**src/hbc_pkg.sv**
```systemverilog
// package: constants and types of the half-bridge host controller
package hbc_pkg;
	// ----------------------------------------------------------------
	// register map of the controller (word offsets as byte addresses)
	// ----------------------------------------------------------------
	localparam logic [3:0] HBC_ADR_CTRL = 4'h0;
	localparam logic [3:0] HBC_ADR_LEVEL = 4'h4;
	localparam logic [3:0] HBC_ADR_STATUS = 4'h8;
	localparam logic [3:0] HBC_ADR_CMD = 4'hC;
	// ctrl fields
	localparam int HBC_CTRL_RUN_BIT = 0;
	localparam int HBC_CTRL_DIR_BIT = 1;
	// cmd fields
	localparam int HBC_CMD_CLEAR_BIT = 0;
	localparam int HBC_CMD_PROG_BIT = 1;
	// status fields
	localparam int HBC_ST_BUSY_BIT = 0;
	localparam int HBC_ST_FAULT_BIT = 1;
	localparam int HBC_ST_LEVEL_LSB = 4;
	localparam int HBC_ST_STATE_LSB = 8;
	// reset values
	localparam logic [2:0] HBC_LEVEL_RST = 3'h0;
	localparam int HBC_LEVELS = 8;
	// ----------------------------------------------------------------
	// timing
	// ----------------------------------------------------------------
	localparam int HBC_CLK_MHZ = 100;
	localparam int HBC_RESET_PULSE_US = 9;
	localparam int HBC_RESET_PULSE_CYC = HBC_RESET_PULSE_US * HBC_CLK_MHZ;
	localparam int HBC_STEP_LOW_US = 10;
	localparam int HBC_STEP_LOW_CYC = HBC_STEP_LOW_US * HBC_CLK_MHZ;
	localparam int HBC_SKEW_US = 2;
	localparam int HBC_SKEW_CYC = HBC_SKEW_US * HBC_CLK_MHZ;
	localparam int HBC_WAKE_US = 50;
	localparam int HBC_WAKE_CYC = HBC_WAKE_US * HBC_CLK_MHZ;
	// ----------------------------------------------------------------
	// controller states
	// ----------------------------------------------------------------
	typedef enum logic [3:0] {
		HBC_IDLE,
		HBC_CLR_LOW,
		HBC_SEL_SKEW,
		HBC_SEL_WAKE,
		HBC_SEL_LOW,
		HBC_SEL_HIGH,
		HBC_SEL_EXIT
	} hbc_state_e;
endpackage

```
**src/hbc_ctrl.sv**
```systemverilog
// host controller driving the half-bridge enable and direction pins
module hbc_ctrl
	import hbc_pkg::*;
#(
	parameter int RESET_CYC = HBC_RESET_PULSE_CYC,
	parameter int STEP_CYC = HBC_STEP_LOW_CYC,
	parameter int SKEW_CYC = HBC_SKEW_CYC,
	parameter int WAKE_CYC = HBC_WAKE_CYC
) (
	// clock and reset
	input wire logic clk_i,
	input wire logic rst_i,
	// wishbone slave
	input wire logic wb_cyc_i,
	input wire logic wb_stb_i,
	input wire logic wb_we_i,
	input wire logic [3:0] wb_adr_i,
	input wire logic [3:0] wb_sel_i,
	input wire logic [31:0] wb_dat_i,
	output logic [31:0] wb_dat_o,
	output logic wb_ack_o,
	// device pins
	input wire logic fault_i,
	output logic bridge_enable_input_o,
	output logic direction_o
);
	import hbc_pkg::*;
	initial begin
		if (WAKE_CYC < 1 || STEP_CYC < 1 || RESET_CYC < 1 || SKEW_CYC < 1 ||
				WAKE_CYC > 65535 || STEP_CYC > 65535 || RESET_CYC > 65535) begin
			$error("hbc_ctrl: timing parameter out of range");
		end
	end
	// ----------------------------------------------------------------
	// state
	// ----------------------------------------------------------------
	typedef struct packed {
		hbc_state_e state;
		logic [15:0] cnt;
		logic [2:0] target;
		logic [3:0] steps;
		logic [2:0] level;
		logic run;
		logic dir;
		logic en_pin;
		logic dir_pin;
		logic ack;
		logic [31:0] dat;
	} hbc_ctrl_s;
	hbc_ctrl_s st_r;
	hbc_ctrl_s st_nxt;
	logic fault_lvl;
	logic wb_req;
	hbc_sync u_fault_sync (
		.clk_i(clk_i),
		.rst_i(rst_i),
		.pin_i(fault_i),
		.level_o(fault_lvl)
	);
	assign wb_req = wb_cyc_i && wb_stb_i && !st_r.ack;
	// ----------------------------------------------------------------
	// next state
	// ----------------------------------------------------------------
	always_comb begin
		st_nxt = st_r;
		st_nxt.ack = wb_req;
		if (wb_req && !wb_we_i) begin
			case (wb_adr_i)
				HBC_ADR_CTRL: st_nxt.dat = {30'h0, st_r.dir, st_r.run};
				HBC_ADR_LEVEL: st_nxt.dat = {29'h0, st_r.target};
				HBC_ADR_STATUS: st_nxt.dat = {20'h0, st_r.state, 1'b0, st_r.level,
					2'h0, fault_lvl, st_r.state != HBC_IDLE};
				default: st_nxt.dat = 32'h0;
			endcase
		end
		if (wb_req && wb_we_i && wb_sel_i[0]) begin
			if (wb_adr_i == HBC_ADR_CTRL) begin
				st_nxt.run = wb_dat_i[HBC_CTRL_RUN_BIT];
				st_nxt.dir = wb_dat_i[HBC_CTRL_DIR_BIT];
			end
			if (wb_adr_i == HBC_ADR_LEVEL) begin
				st_nxt.target = wb_dat_i[2:0];
			end
		end
		if (st_r.cnt != 16'h0) begin
			st_nxt.cnt = st_r.cnt - 16'h1;
		end
		case (st_r.state)
			HBC_IDLE: begin
				// enable follows the run bit, with direction choosing the switch
				st_nxt.en_pin = st_r.run;
				st_nxt.dir_pin = st_r.dir;
				if (wb_req && wb_we_i && wb_sel_i[0] && wb_adr_i == HBC_ADR_CMD) begin
					if (wb_dat_i[HBC_CMD_CLEAR_BIT]) begin
						st_nxt.state = HBC_CLR_LOW;
						st_nxt.en_pin = 1'b0;
						st_nxt.dir_pin = 1'b0;
						st_nxt.cnt = RESET_CYC[15:0];
					end else if (wb_dat_i[HBC_CMD_PROG_BIT] && !fault_lvl) begin
						// enable drops first, direction rises a skew later
						st_nxt.state = HBC_SEL_SKEW;
						st_nxt.en_pin = 1'b0;
						st_nxt.dir_pin = 1'b0;
						st_nxt.cnt = SKEW_CYC[15:0];
					end
				end
			end
			HBC_CLR_LOW: begin
				if (st_r.cnt == 16'h0) begin
					// both low long enough, latch cleared
					st_nxt.state = HBC_IDLE;
					st_nxt.level = HBC_LEVEL_RST;
				end
			end
			HBC_SEL_SKEW: begin
				if (st_r.cnt == 16'h0) begin
					st_nxt.state = HBC_SEL_WAKE;
					st_nxt.dir_pin = 1'b1;
					st_nxt.cnt = WAKE_CYC[15:0];
					st_nxt.steps = 4'h0;
				end
			end
			HBC_SEL_WAKE: begin
				if (st_r.cnt == 16'h0) begin
					st_nxt.state = HBC_SEL_LOW;
					st_nxt.dir_pin = 1'b0;
					st_nxt.cnt = STEP_CYC[15:0];
				end
			end
			HBC_SEL_LOW: begin
				if (st_r.cnt == 16'h0) begin
					st_nxt.state = HBC_SEL_HIGH;
					st_nxt.dir_pin = 1'b1;
					st_nxt.cnt = STEP_CYC[15:0];
					if (st_r.steps != 4'h0) begin
						st_nxt.level = st_r.level + 3'h1;
					end
					st_nxt.steps = st_r.steps + 4'h1;
				end
			end
			HBC_SEL_HIGH: begin
				if (fault_lvl) begin
					// device left selection on the fault
					st_nxt.state = HBC_SEL_EXIT;
					st_nxt.dir_pin = 1'b0;
					st_nxt.cnt = SKEW_CYC[15:0];
				end else if (st_r.cnt == 16'h0) begin
					if (st_r.level == st_r.target && st_r.steps != 4'h0) begin
						st_nxt.state = HBC_SEL_EXIT;
						st_nxt.dir_pin = st_r.dir;
						st_nxt.cnt = SKEW_CYC[15:0];
					end else begin
						st_nxt.state = HBC_SEL_LOW;
						st_nxt.dir_pin = 1'b0;
						st_nxt.cnt = STEP_CYC[15:0];
					end
				end
			end
			HBC_SEL_EXIT: begin
				if (st_r.cnt == 16'h0) begin
					// back to idle, where enable follows the run bit
					st_nxt.state = HBC_IDLE;
				end
			end
			default: begin
				st_nxt.state = HBC_IDLE;
			end
		endcase
	end
	always_ff @(posedge clk_i) begin
		if (rst_i) begin
			st_r <= '0;
		end else begin
			st_r <= st_nxt;
		end
	end
	// ----------------------------------------------------------------
	// outputs
	// ----------------------------------------------------------------
	assign wb_dat_o = st_r.dat;
	assign wb_ack_o = st_r.ack;
	assign bridge_enable_input_o = st_r.en_pin;
	assign direction_o = st_r.dir_pin;
	// ----------------------------------------------------------------
	// assertions
	// ----------------------------------------------------------------
	property p_sel_enable_low;
		@(posedge clk_i) disable iff (rst_i)
		(st_r.state == HBC_SEL_LOW) |-> !bridge_enable_input_o;
	endproperty
	a_sel_enable_low: assert property (p_sel_enable_low) else $error("enable high in step");
	property p_clear_both_low;
		@(posedge clk_i) disable iff (rst_i)
		(st_r.state == HBC_CLR_LOW) |-> !bridge_enable_input_o && !direction_o;
	endproperty
	a_clear_both_low: assert property (p_clear_both_low) else $error("clear pulse broken");
	property p_wrap;
		@(posedge clk_i) disable iff (rst_i)
		(st_r.state == HBC_SEL_LOW && st_r.cnt == 16'h0 && st_r.steps != 4'h0)
			|=> st_r.level == $past(st_r.level) + 3'h1;
	endproperty
	a_wrap: assert property (p_wrap) else $error("level not advanced");
	property p_ack_one;
		@(posedge clk_i) disable iff (rst_i)
		wb_ack_o |=> !wb_ack_o;
	endproperty
	a_ack_one: assert property (p_ack_one) else $error("ack held");
	property p_skew_both_low;
		@(posedge clk_i) disable iff (rst_i)
		(st_r.state == HBC_SEL_SKEW) |-> !bridge_enable_input_o && !direction_o;
	endproperty
	a_skew_both_low: assert property (p_skew_both_low) else $error("skew edges together");
endmodule

```
**src/hbc_sync.sv**
```systemverilog
// three-stage input synchroniser with agree filter
module hbc_sync (
	// clock and reset
	input wire logic clk_i,
	input wire logic rst_i,
	// pin and clean level
	input wire logic pin_i,
	output logic level_o
);
	typedef struct packed {
		logic s1;
		logic s2;
		logic s3;
		logic lvl;
	} hbc_sync_s;
	hbc_sync_s st_r;
	hbc_sync_s st_nxt;
	always_comb begin
		st_nxt = st_r;
		st_nxt.s1 = pin_i;
		st_nxt.s2 = st_r.s1;
		st_nxt.s3 = st_r.s2;
		if (st_r.s2 == st_r.s3) begin
			st_nxt.lvl = st_r.s3;
		end
	end
	always_ff @(posedge clk_i) begin
		if (rst_i) begin
			st_r <= '0;
		end else begin
			st_r <= st_nxt;
		end
	end
	assign level_o = st_r.lvl;
endmodule

```
**config.mk**
```make
export PLATFORM = sky130hd
export DESIGN_NAME = hbc_ctrl
export DESIGN_NICKNAME = d
export VERILOG_FILES = /design/src/hbc_pkg.sv /design/src/hbc_ctrl.sv /design/src/hbc_sync.sv
export SDC_FILE = /design/constraint.sdc
export NUM_CORES = 1
export LEC_CHECK = 0
export BUFFER_PORTS_ARGS = -buffer_cell sky130_fd_sc_hd__buf_4
export CORE_MARGIN = 2
export CORE_UTILIZATION = 59
export CTS_BUF_LIST = sky130_fd_sc_hd__clkbuf_4 sky130_fd_sc_hd__clkbuf_8
export CTS_CLUSTER_SIZE = 14
export DETAILED_ROUTE_END_ITERATION = 10
export PLACE_DENSITY = 0.94
export SLEW_MARGIN = 40
export SYNTH_ARGS = -nofsm -noshare
export SYNTH_HDL_FRONTEND = slang
export SYNTH_SLANG_ARGS = --single-unit
```
**constraint.sdc**
```tcl
create_clock -name clk_i -period 4.2 [get_ports clk_i]
set_input_delay 0.84 -clock clk_i [delete_from_list [all_inputs] [get_ports clk_i]]
set_output_delay 0.84 -clock clk_i [all_outputs]
set_load 0.01 [all_outputs]
```
Yosys cells after proc, flatten, opt, wreduce, memory -nomap -nowiden --
Cells that the tools add are included.
Cells by class: add/subtract/negate cells 3, muxes and demuxes 28, reduce and logical (&&, ||, !) cells 28, eq/ne operators 21
Operators with widths (number):
- $mux 20 | 8
- $pmux 16 s5 | 1
- $pmux 12 s3 | 1
- $pmux 4 s6 | 1
- $mux 18 | 1
- $eq 4x3->1 const B | 4
- $logic_not 16->1 | 1
- $mux 16 | 1
- $reduce_bool 16->1 | 1
- $sub 16x1->16 const B | 1
- $ne 2x2->1 const B | 6
- $reduce_bool 4->1 | 3
- $eq 4x2->1 const B | 2
- $eq 4x4->1 const B | 2
- $logic_and 1x1->1 | 8
- $logic_not 4->1 | 2
- $pmux 4 s2 | 1
- $reduce_and 4->1 | 2
- $mux 7 | 1
- $reduce_and 7->1 | 1
- $mux 2 | 3
- $mux 3 | 2
- $pmux 3 s2 | 1
- $mux 1 | 5
- other kinds (15) | 21
Storage, ports and cells: register bits 71, word-level logic and storage cells 95, input bits 46, output and inout bits 35

Depth between registers and ports, before layout --
Gate-level depths: netlist of run 1.
depth in word-level cells 7, gate-level depth with buffers 11, depth with buffers taken out 8

Cells and area by module --
Synthesis of run 1 repeated with hierarchy kept, for this count alone.
Unflattened totals: cells, all modules 349, area total of the unflattened synthesis 2915.3 um^2
By module, submodules not included:
- hbc_ctrl | cells an instance 339, seq. area each 880.8 um^2, times used 1, area each 2802.7 um^2
- hbc_sync | cells an instance 10, seq. area each 80.1 um^2, times used 1, area each 112.6 um^2

Worst setup path before layout of run 1 --
OpenSTA, ideal clock, no wires.
path type flip-flop to flip-flop, from register st_r[47] (netlist name), to register st_r[47] (netlist name), stages on the path, launching flop included 12, library setup time 128 ps, required time 4072 ps, arrival 2012 ps, buffers on the path 3, period minus slack after synthesis 2140 ps, slack 2060 ps, cell sequence dfxtp_1 > inv_1 > ha_1 > nor4b_4 > and4_1 > buf_2 > inv_2 > buf_2 > buf_2 > ha_1 > a2bb2oi_1 > nor2_1
On the way: cells in the longest elaborated chain, start to end 6, elaborated cells on any way between the ends 13, those cells by class 1 x add/sub; 10 x mux; 2 x reduce/logical
RTL lines:
- start: declaration | RTL line hbc_ctrl.sv:50 | hbc_ctrl_s st_r;
- start signal: assignment | RTL line hbc_ctrl.sv:174 | st_r <= st_nxt;
- $sub 16x1->16 or $reduce_bool 16->1 (tied branches) | RTL line hbc_ctrl.sv:86, hbc_ctrl.sv:85
- $mux 16 | RTL line hbc_ctrl.sv:85 | if (st_r.cnt != 16'h0) begin
- $mux 20 | RTL line hbc_ctrl.sv:99 | end else if (wb_dat_i[HBC_CMD_PROG_BIT] && !fault_lvl) begin
- $mux 20 | RTL line hbc_ctrl.sv:94 | if (wb_dat_i[HBC_CMD_CLEAR_BIT]) begin
- $mux 20 | RTL line hbc_ctrl.sv:93 | if (wb_req && wb_we_i && wb_sel_i[0] && wb_adr_i == HBC_ADR_CMD) begin
- $pmux 16 s5 * | RTL line hbc_ctrl.sv:88 | case (st_r.state)
Every way passes the cells marked *; elsewhere a longest branch is shown, timed or not. The select of a mux whose other input is x is not followed. A chain may end at the register's enable or synchronous reset.

Worst setup path in the final report of run 1 --
from register st_r[47] (netlist name), to register st_r (netlist bit direction_o)
On the way: cells in the longest elaborated chain, start to end 3, elaborated cells on any way between the ends 5, those cells by class 3 x eq/ne; 2 x reduce/logical
RTL lines:
- $logic_not 16->1 *
- $ne 3x2->1 (no source line), or another cell as far along
- $reduce_and 4->1 (no source line) *
Every way passes the cells marked *; elsewhere a longest branch is shown, timed or not.

==> results.py, run 1 <==
metrics = {
    "detailed_routing": {
        "met1_length_mm": 2.75,
        "wl_met3_um": 347,
        "ant_nets": 0,
        "vias": 2588,
        "drtIter0Drc": 247,
        "routed_via_density": 6.02,
        "top_layer_used": "met4",
        "route.detailed.drc": 0,
        "wl_mm": 6.34,
        "wl_met2_mm": 3.08,
        "drt-pass1-iter-count": 5,
        "wire_per_inst_um": 14.7,
    },
    "sta": {
        "period_share_pct": 58.4,
        "fmax_ghz": 0.407,
        "whs_ps": 452,
        "slew_headroom_pct": 50.0,
        "setup_violations": 0,
        "fin_tns_setup_ps": 0,
        "finalCriticalPeriod_ps": 2450,
        "drv_slew": 0,
        "hold_viol": 0,
        "setup_ws_ps": 1750,
        "final.setup_skew_ps": 14.7,
        "worst-slew-pin-transition_ps": 744,
        "rsz0062_at_grt": "false",
    },
    "die": {
        "floorplan.initialDensity_pct": 61.4,
        "std_cell_rows": 25,
        "die_w_um": 74.4,
        "io_pins": 81,
        "die_h_um": 74.4,
        "core_mm2": 0.00475,
        "dieArea_mm2": 0.00553,
    },
    "cts": {
        "clk_path_buf_depth": 2,
        "insertion_delay_ps": 310,
        "tritoncts": "done",
        "cts_sinks": 48,
        "postCtsSetupRepairBufs": 0,
        "clk_pin_slew_ps": 90,
        "numCtsBuffers": 5,
        "cts-resized-gates": 0,
        "clockRootBuffer": "clkbuf_8",
        "cts-hold-fix-buffers": 0,
        "cts_max_level": 2,
    },
    "power_and_ir_drop": {
        "power_frac_clock_pct": 22.3,
        "leakage_uw": 0.00125,
        "p_comb_share_pct": 41.0,
        "p_per_area_mw_per_mm2": 518,
        "peakVddDrop_v": 0.000260,
        "netSwitchingPower_uw": 620,
        "p_int_uw": 984,
        "swShare_pct": 38.6,
        "p_total_uw": 1600,
        "p_seq_share_pct": 36.7,
    },
    "place": {
        "pre_cts_ws_ps": 1690,
        "gp_congestion": 0.871,
        "portBuffers": 26,
        "post-dp-hpwl_mm": 4.40,
    },
    "worst_setup_path": {
        "crit_chain": "inv_1, ha_1, nor4b_4, and4_1, buf_4, inv_2, or3_1, o211ai_1, a211oi_1",
        "crit_type": "register to register",
        "worst-endpoint-arrival_ps": 2640,
        "slowest_delay_ps": 450,
        "endpoint_kind": "register",
        "path_max_fanout": 22,
        "slowest_stage": "or3_1",
        "required_ps": 4390,
        "start_kind": "register",
        "critical-path-top-delay-family": "simple AND/OR/NAND/NOR gates",
        "cp_num_buf_inv": 3,
    },
    "global_route": {
        "groute.usage.overall_pct": 24.4,
        "first_global_vias": 2370,
        "grt_pass1_wl_mm": 10.5,
        "grt_max_degree": 43,
        "overflow": 0,
        "antenna_found_initial": 0,
    },
    "synthesis": {
        "yosysMostFrequentCell": "dfxtp_1",
        "synthTopCellsByArea": "dfxtp_1 33%, buf_4 8.2%, nor2_1 5.3%",
        "synth_common_cells": "48 x dfxtp_1, 41 x nor2_1, 32 x buf_4, 23 x a21oi_1, 22 x nand2_1",
        "yosysTopAreaCell": "dfxtp_1",
        "yosys_warnings": 0,
        "yosysSeqAreaShare_pct": 32.9,
        "synth.top_cell.area_share_pct": 32.9,
        "ys_async_sr_fraction_pct": 0,
        "synth_enable_flop_cells": 0,
        "synthDistinctLibCells": 60,
        "synth_cells": 358,
        "ys_ff_latch": 48,
        "synth_ff_type": "dfxtp_1",
        "syn_area_mm2": 0.00292,
        "syn_avg_cell_area_um2": 8.16,
    },
    "final_layout": {
        "drive_above_1_share_pct": 12.7,
        "num_antenna_cells": 0,
        "final_nets": 414,
        "syn2layout_area_growth_pct": 6.00,
        "fin_util_pct": 65.1,
    },
    "outcome": {
        "status": "completed",
    },
    "min_path": {
        "worst_hold_path_type": "register to register",
    },
    "run": {
        "max_cap_viol_count": 0,
    },
}
[cell families (layout without fill, tap and decap cells)]
group / Yosys count / after routing / share of synthesized area, %
AND/OR/NAND/NOR: 135 / 135 / 25.7
AO/OA/AOI/OAI: 85 / 85 / 19.6
buffers and inverters: 61 / 45 / 12.1
flip-flops: 48 / 48 / 32.9
XOR/XNOR: 13 / 13 / 3.90
multiplexers: 9 / 9 / 3.13
adder cells (fa/ha/maj): 6 / 6 / 2.57
other: 1 / 22 / 0.128
[flip-flops by register name (all words and copies together) (netlist names)]
name / cells
bridge_enable_input_o: 1
direction_o: 1
st_r: 31
u_fault_sync.level_o: 1
u_fault_sync.st_nxt: 2
u_fault_sync.st_r: 1
wb_ack_o: 1
wb_dat_o: 10
[worst paths after layout]
kind,endpoint,depth (start not counted),start,slack [ps]
worst max-delay path,direction_o$_SDFFE_PP0P_,9,st_r[47]$_SDFF_PP0_,1750
worst min-delay path,u_fault_sync.st_nxt[1]$_SDFF_PP0_,1,u_fault_sync.st_nxt[2]$_SDFF_PP0_,450
worst max register to register,direction_o$_SDFFE_PP0P_,9,st_r[47]$_SDFF_PP0_,1750
worst min register to register,u_fault_sync.st_nxt[1]$_SDFF_PP0_,1,u_fault_sync.st_nxt[2]$_SDFF_PP0_,450
[metal layers]
| metal | up-vias | track usage [%] |
|---|---|---|
| li1 | 1240 | - |
| met1 | 1236 | 30.1 |
| met2 | 96 | 40.4 |
| met3 | 16 | 4.61 |
| met4 | 0 | 12.9 |
| met5 | - | 0 |
[power by group through the flow]
stage / clock network, µW / registers [µW] / logic (µW)
floorplan: 0 / 580 / 545
global placement: 0 / 591 / 623
detailed placement: 0 / 598 / 643
CTS: 357 / 587 / 647
global route: 382 / 599 / 733
finish: 358 / 589 / 658
[metrics by stage]
stage / cell area, µm² / instances
after global placement: 2970 / 422
after detailed placement: 2980 / 422
after global routing: 3100 / 430
after floorplan: 3000 / 379
final: 3100 / 430
after CTS: 3100 / 430
[cell type report]
class | count | area, µm²
Fill cell | 389 | 1660
Inverter | 10 | 37.5
Multi-Input combinational cell | 270 | 1690
Timing Repair Buffer | 27 | 203
Tap cell | 67 | 83.8
Sequential cell | 48 | 961
Clock buffer | 6 | 82.6
Clock inverter | 2 | 38.8
[cells in the final DEF, fill, tap and decap left out, drive strengths merged, types with 7 or more instances in the layout]
| cell type | instances |
|---|---|
| a211oi | 7 |
| a21oi | 23 |
| a22oi | 7 |
| and2 | 7 |
| buf | 27 |
| conb | 22 |
| dfxtp | 48 |
| inv | 10 |
| mux2i | 8 |
| nand2 | 22 |
| nand3 | 8 |
| nor2 | 41 |
| nor3 | 9 |
| o21ai | 17 |
| xor2 | 10 |
[worst register-to-register path: stages, from the launching register on]
cell	delay (ps)
dfxtp_1	330
inv_1	100
ha_1	150
nor4b_4	350
and4_1	270
buf_4	230
inv_2	210
or3_1	450
o211ai_1	140
a211oi_1	100
(Power assumes the default switching activity.)
==> inputs of run 2 (changes only) <==
--- a/config.mk
+++ b/config.mk
@@ -5,13 +5,14 @@
 export SDC_FILE = /design/constraint.sdc
 export NUM_CORES = 1
 export LEC_CHECK = 0
+export ABC_AREA = 1
 export BUFFER_PORTS_ARGS = -buffer_cell sky130_fd_sc_hd__buf_4
 export CORE_MARGIN = 2
-export CORE_UTILIZATION = 59
+export CORE_UTILIZATION = 55
 export CTS_BUF_LIST = sky130_fd_sc_hd__clkbuf_4 sky130_fd_sc_hd__clkbuf_8
 export CTS_CLUSTER_SIZE = 14
 export DETAILED_ROUTE_END_ITERATION = 10
-export PLACE_DENSITY = 0.94
+export PLACE_DENSITY = 0.88
 export SLEW_MARGIN = 40
 export SYNTH_ARGS = -nofsm -noshare
 export SYNTH_HDL_FRONTEND = slang
==> constraint.sdc (replaced) <==
create_clock -name clk_i -period 2.3 [get_ports clk_i]
set_input_delay 0.46 -clock clk_i [delete_from_list [all_inputs] [get_ports clk_i]]
set_output_delay 0.46 -clock clk_i [all_outputs]
set_load 0.01 [all_outputs]
==> run 2 against run 1 <==
  * Cell count rose by 22%
  * Global-route usage fell by 2.6 points
  * Register-to-register slack worse by 1400 ps
  * Non-clock buffer count is the same
  * Sequential power is 87% higher
  * First-iteration DRC count fell by 16%
  * Critical path type unchanged
  * Largest cell class unchanged
==> results.py, run 2 <==
metrics = {
    "place": {
        "gp_congestion": 0.864,
        "portBuffers": 26,
        "pre_cts_ws_ps": 333,
        "post-dp-hpwl_mm": 4.86,
        "placed_cell_area_mm2": 0.00310,
    },
    "final_layout": {
        "fillCellCount": 474,
        "syn2layout_area_growth_pct": 6.40,
        "num_antenna_cells": 0,
        "final_common_cell": "nand2_1",
        "final_nets": 504,
        "top_register": "st_r",
        "drive_above_1_share_pct": 15.0,
        "final_area_mm2": 0.00321,
        "largest_register_ffs": 31,
        "final_cell_mix": "86 x nand2_1, 59 x nor2_1, 49 x inv_1",
    },
    "sta": {
        "hold_viol": 0,
        "fmax_ghz": 0.524,
        "slew_headroom_pct": 60.8,
        "setup_violations": 0,
        "finalCriticalPeriod_ps": 1910,
        "final.setup_skew_ps": 5.92,
        "rsz0062_at_grt": "false",
        "period_share_pct": 82.9,
        "fin_tns_setup_ps": 0,
        "setup_ws_ps": 393,
        "whs_ps": 353,
        "worst-slew-pin-transition_ps": 587,
        "drv_slew": 0,
    },
    "min_path": {
        "worst_hold_path_type": "input port to register",
    },
    "cts": {
        "insertion_delay_ps": 310,
        "postCtsSetupRepairBufs": 0,
        "clk_pin_slew_ps": 90,
        "cts_max_level": 2,
        "tritoncts": "done",
        "cts-hold-fix-buffers": 0,
        "cts_sinks": 48,
        "clockRootBuffer": "clkbuf_8",
        "clk_path_buf_depth": 2,
        "numCtsBuffers": 5,
    },
    "global_route": {
        "grt_pass1_wl_mm": 10.8,
        "overflow": 0,
        "first_global_vias": 2466,
        "groute.usage.overall_pct": 21.8,
        "antenna_found_initial": 0,
        "grt_max_degree": 28,
    },
    "power_and_ir_drop": {
        "p_seq_share_pct": 34.2,
        "leakage_uw": 0.00153,
        "p_comb_share_pct": 49.1,
        "netSwitchingPower_uw": 1420,
        "swShare_pct": 44.3,
        "p_per_area_mw_per_mm2": 1000,
        "p_int_uw": 1780,
        "power_frac_clock_pct": 16.7,
        "peakVddDrop_v": 0.000508,
    },
    "outcome": {
        "status": "completed",
    },
    "synthesis": {
        "yosysTopAreaCell": "dfxtp_1",
        "ys_async_sr_fraction_pct": 0,
        "ys_ff_latch": 48,
        "yosysSeqAreaShare_pct": 31.9,
        "yosys_warnings": 0,
        "synthTopCellsByArea": "dfxtp_1 32%, nand2_1 11%, buf_4 8.2%",
        "synth_cells": 436,
        "synth_common_cells": "86 x nand2_1, 59 x nor2_1, 49 x inv_1, 48 x dfxtp_1, 33 x buf_4",
        "yosysMostFrequentCell": "nand2_1",
        "synth_ff_type": "dfxtp_1",
        "synthDistinctLibCells": 41,
        "synth_enable_flop_cells": 0,
        "syn_avg_cell_area_um2": 6.91,
        "synth.top_cell.area_share_pct": 31.9,
        "syn_area_mm2": 0.00301,
    },
    "run": {
        "max_cap_viol_count": 0,
    },
    "worst_setup_path": {
        "path_max_fanout": 21,
        "worst-endpoint-arrival_ps": 2150,
        "crit_type": "register to register",
        "start_kind": "register",
        "endpoint_kind": "register",
        "required_ps": 2540,
    },
    "detailed_routing": {
        "vias": 2743,
        "wire_per_inst_um": 12.4,
        "drt-pass1-iter-count": 4,
        "route.detailed.drc": 0,
        "drtIter0Drc": 208,
        "routed_via_density": 5.24,
        "ant_nets": 0,
        "wl_mm": 6.48,
    },
    "die": {
        "std_cell_rows": 26,
        "dieArea_mm2": 0.00609,
        "die_h_um": 78.0,
        "io_pins": 81,
        "floorplan.initialDensity_pct": 57.9,
        "core_mm2": 0.00520,
        "die_w_um": 78.0,
    },
}
==> run 2: routing by layer <==
metal	routed length [µm]	global-route usage [%]
met4	87	7.19
met3	424	3.79
met5	0	0
met1	2850	28.8
met2	3120	36.4
==> run 2: area by class of cell <==
class | instances | area, µm² | share of cell area, %
Multi-Input combinational cell | 314 | 1640 | 51.3
Clock buffer | 6 | 82.6 | 2.58
Clock inverter | 2 | 15.0 | 0.468
Timing Repair Buffer | 27 | 203 | 6.32
Inverter | 56 | 213 | 6.64
Tap cell | 70 | 87.6 | 2.73
Sequential cell | 48 | 961 | 30.0
==> run 2: power by group through the flow <==
stage | Clock (µW) | Combinational, µW | Sequential (µW)
floorplan | 0 | 1330 | 1080
global placement | 0 | 1480 | 1110
detailed placement | 0 | 1530 | 1110
CTS | 543 | 1540 | 1090
global route | 572 | 1810 | 1110
finish | 537 | 1570 | 1100
==> run 2: repair_timing <==
| item | in CTS | in global routing |
|---|---|---|
| endpoints found under the setup margin | 0 | 1 |
| resized for setup | 0 | 1 |
| endpoints found under the hold margin | 0 | 0 |
==> run 2: final timing paths <==
| check | start | to | slack, ps | cells past startpoint |
|---|---|---|---|---|
| min reg2reg | u_fault_sync.st_nxt[2]$_SDFF_PP0_ | u_fault_sync.st_nxt[1]$_SDFF_PP0_ | 410 | 2 |
| max reg2reg | st_r[47]$_SDFF_PP0_ | st_r[39]$_SDFFE_PP0P_ | 390 | 12 |
| min | fault_i | u_fault_sync.st_nxt[2]$_SDFF_PP0_ | 350 | 3 |
| max | st_r[47]$_SDFF_PP0_ | st_r[39]$_SDFFE_PP0P_ | 390 | 12 |
==> run 2: through the flow <==
stage | power (µW) | utilization, % | std cells
floorplan | 2410 | - | 457
global placement | 2580 | 59.6 | 515
detailed placement | 2640 | 59.6 | 515
CTS | 3180 | 61.5 | 523
global route | 3490 | 61.6 | 523
finish | 3210 | 61.6 | 523
==> run 2: critical path, stage by stage (launching register included) <==
cell,delay [ps]
dfxtp_1,310
inv_1,170
ha_1,220
inv_1,50
nor2_1,70
nand2_1,50
nor2_1,160
nand2_4,200
inv_2,130
nand2_2,100
o21ai_1,170
o21ai_1,110
nor3_2,100
==> run 2: kinds of logic (layout without fill, tap and decap cells) <==
family | count (synthesis) | after routing | synth area share, %
AND/OR/NAND/NOR | 206 | 206 | 32.3
XOR/XNOR | 13 | 13 | 3.78
buffers and inverters | 95 | 91 | 16.3
flip-flops | 48 | 48 | 31.9
adder cells (fa/ha/maj) | 6 | 6 | 2.49
other | 1 | 22 | 0.124
AO/OA/AOI/OAI | 67 | 67 | 13.1
==> inputs of run 3 (changes only) <==
--- a/config.mk
+++ b/config.mk
@@ -8,11 +8,11 @@
 export ABC_AREA = 1
 export BUFFER_PORTS_ARGS = -buffer_cell sky130_fd_sc_hd__buf_4
 export CORE_MARGIN = 2
-export CORE_UTILIZATION = 55
+export CORE_UTILIZATION = 49
 export CTS_BUF_LIST = sky130_fd_sc_hd__clkbuf_4 sky130_fd_sc_hd__clkbuf_8
 export CTS_CLUSTER_SIZE = 14
 export DETAILED_ROUTE_END_ITERATION = 10
-export PLACE_DENSITY = 0.88
+export PLACE_DENSITY = 0.83
 export SLEW_MARGIN = 40
 export SYNTH_ARGS = -nofsm -noshare
 export SYNTH_HDL_FRONTEND = slang
==> constraint.sdc (replaced) <==
create_clock -name clk_i -period 1.7 [get_ports clk_i]
set_input_delay 0.34 -clock clk_i [delete_from_list [all_inputs] [get_ports clk_i]]
set_output_delay 0.34 -clock clk_i [all_outputs]
set_load 0.01 [all_outputs]
==> run 3 against run 2 <==
  * Wire length grew 6.7%
  * Largest cell class unchanged
  * Critical endpoint unchanged
  * Largest power group unchanged
  * Register-to-register slack lost 380 ps
  * Critical path depth grew 1
  * Critical path type unchanged
==> results.py, run 3 (synthesis results as in run 2) <==
metrics = {
    "outcome": {
        "status": "completed",
    },
    "power_and_ir_drop": {
        "leakage_uw": 0.00169,
        "p_total_uw": 5300,
        "netSwitchingPower_uw": 2310,
        "p_comb_share_pct": 55.5,
        "peakVddDrop_v": 0.000993,
        "p_int_uw": 2980,
        "swShare_pct": 43.7,
        "p_per_area_mw_per_mm2": 1480,
        "p_seq_share_pct": 28.2,
        "power_frac_clock_pct": 16.3,
    },
    "die": {
        "core_mm2": 0.00592,
        "die_w_um": 82.4,
        "io_pins": 81,
        "dieArea_mm2": 0.00679,
        "floorplan.initialDensity_pct": 50.9,
        "std_cell_rows": 28,
        "die_h_um": 82.4,
    },
    "final_layout": {
        "final_nets": 530,
        "fin_util_pct": 60.6,
        "syn2layout_area_growth_pct": 19.0,
        "final_common_cell": "nand2_1",
        "num_antenna_cells": 0,
        "drive_above_1_share_pct": 26.5,
        "top_register": "st_r",
        "largest_register_ffs": 31,
        "final_cell_mix": "79 x nand2_1, 51 x nor2_1, 50 x buf_4",
    },
    "cts": {
        "tritoncts": "done",
        "clockRootBuffer": "clkbuf_8",
        "clk_path_buf_depth": 2,
        "cts-hold-fix-buffers": 0,
        "clk_pin_slew_ps": 100,
        "insertion_delay_ps": 310,
        "numCtsBuffers": 5,
        "cts_max_level": 2,
        "cts_sinks": 48,
    },
    "worst_setup_path": {
        "worst-endpoint-arrival_ps": 1930,
        "required_ps": 1950,
        "crit_type": "register to register",
        "slowest_delay_ps": 320,
        "start_kind": "register",
        "reg2reg_slack_ps": 10,
        "endpoint_kind": "register",
        "slowest_stage": "dfxtp_2",
        "crit_chain": "inv_2, ha_4, inv_2, nor2_2, nand2_1, nor2_2, nand2_4, buf_6, inv_4, nand2_4, o21ai_2, o21ai_2, nor3_2",
        "critical-path-top-delay-family": "simple AND/OR/NAND/NOR gates",
        "cp_num_buf_inv": 4,
        "path_max_fanout": 7,
    },
    "detailed_routing": {
        "vias": 2820,
        "wire_per_inst_um": 12.5,
        "ant_nets": 0,
        "routed_via_density": 5.09,
        "top_layer_used": "met4",
        "drtIter0Drc": 201,
        "wl_mm": 6.91,
        "drt-pass1-iter-count": 4,
        "route.detailed.drc": 0,
        "met1_length_mm": 2.92,
        "wl_met2_mm": 3.51,
        "wl_met3_um": 352,
    },
    "sta": {
        "final.setup_skew_ps": 5.39,
        "hold_viol": 0,
        "rsz0062_at_grt": "true",
        "drv_slew": 0,
        "whs_ps": 224,
        "worst-slew-pin-transition_ps": 686,
        "fmax_ghz": 0.592,
        "setup_violations": 0,
        "period_share_pct": 99.3,
        "finalCriticalPeriod_ps": 1690,
        "slew_headroom_pct": 54.2,
    },
    "min_path": {
        "worst_hold_path_type": "input port to register",
    },
    "place": {
        "post-dp-hpwl_mm": 5.09,
        "gp_congestion": 0.921,
        "portBuffers": 26,
    },
    "global_route": {
        "first_global_vias": 2640,
        "antenna_found_initial": 0,
        "grt_pass1_wl_mm": 11.2,
        "grt_max_degree": 27,
        "groute.usage.overall_pct": 21.0,
        "overflow": 0,
    },
    "run": {
        "max_cap_viol_count": 0,
    },
}
-- run 3: changes by cell type in the layout (fill, tap and decap cells not counted), moves of 4 or more --
cell / before / now
buf_4: 27 / 50
dfxtp_1: 48 / 44
dfxtp_2: 0 / 4
nand2_1: 86 / 79
nand2_2: 4 / 10
nand3_1: 22 / 18
nand3_2: 1 / 5
nor2_1: 59 / 51
nor2_4: 4 / 10
o21ai_2: 2 / 6
-- run 3: final cells by class --
| cell class | count | area [µm²] |
|---|---|---|
| Clock inverter | 3 | 46.3 |
| Timing Repair Buffer | 53 | 409 |
| Clock buffer | 5 | 68.8 |
| Tap cell | 75 | 93.8 |
| Fill cell | 520 | 2330 |
| Sequential cell | 48 | 966 |
| Multi-Input combinational cell | 314 | 1780 |
| Inverter | 56 | 218 |
-- run 3: final timing paths --
check,start,to,cells past startpoint
hold reg to reg,u_fault_sync.st_nxt[2]$_SDFF_PP0_,u_fault_sync.st_nxt[1]$_SDFF_PP0_,2
setup / recovery,st_r[47]$_SDFF_PP0_,st_r[39]$_SDFFE_PP0P_,13
hold / removal,fault_i,u_fault_sync.st_nxt[2]$_SDFF_PP0_,3
setup reg to reg,st_r[47]$_SDFF_PP0_,st_r[39]$_SDFFE_PP0P_,13
-- run 3: per-layer routing --
metal  vias up  GRT usage, %
li1       1433             -
met1      1295          25.6
met3        16          4.57
met5         -             0
met4         0          5.83
met2        76          37.3
-- run 3: metrics by stage --
stage	cell area, µm²	std cells	worst slack (ps)	TNS, ps
2_1_floorplan	3090	457	95.5	0
3_3_place_gp	3260	540	-36.9	-181
3_5_place_dp	3260	540	-71.6	-799
4_1_cts	3410	550	10.2	0
5_1_grt	3590	554	-122	-926
6_report	3590	554	11.2	0
-- run 3: power by group through the flow --
| stage | clock, µW | sequential, µW | combinational, µW |
|---|---|---|---|
| after floorplan | 0 | 1460 | 1800 |
| after global placement | 0 | 1480 | 2290 |
| after detailed placement | 0 | 1490 | 2340 |
| after CTS | 873 | 1470 | 2450 |
| after global routing | 931 | 1520 | 3270 |
| final | 864 | 1490 | 2940 |
-- run 3: worst register-to-register path, cell delays in order (launching register included) --
cell and delay [ps]:
dfxtp_2 320, inv_2 80, ha_4 150, inv_2 30, nor2_2 90, nand2_1 60, nor2_2 130, nand2_4 110
buf_6 150, inv_4 60, nand2_4 60, o21ai_2 170, o21ai_2 70, nor3_2 140
-- run 3: repair_timing --
action                                  CTS  global route
resized for setup                         8            42
pin swaps                                 3            16
endpoints found under the setup margin   21            27
buffers inserted                          2             4
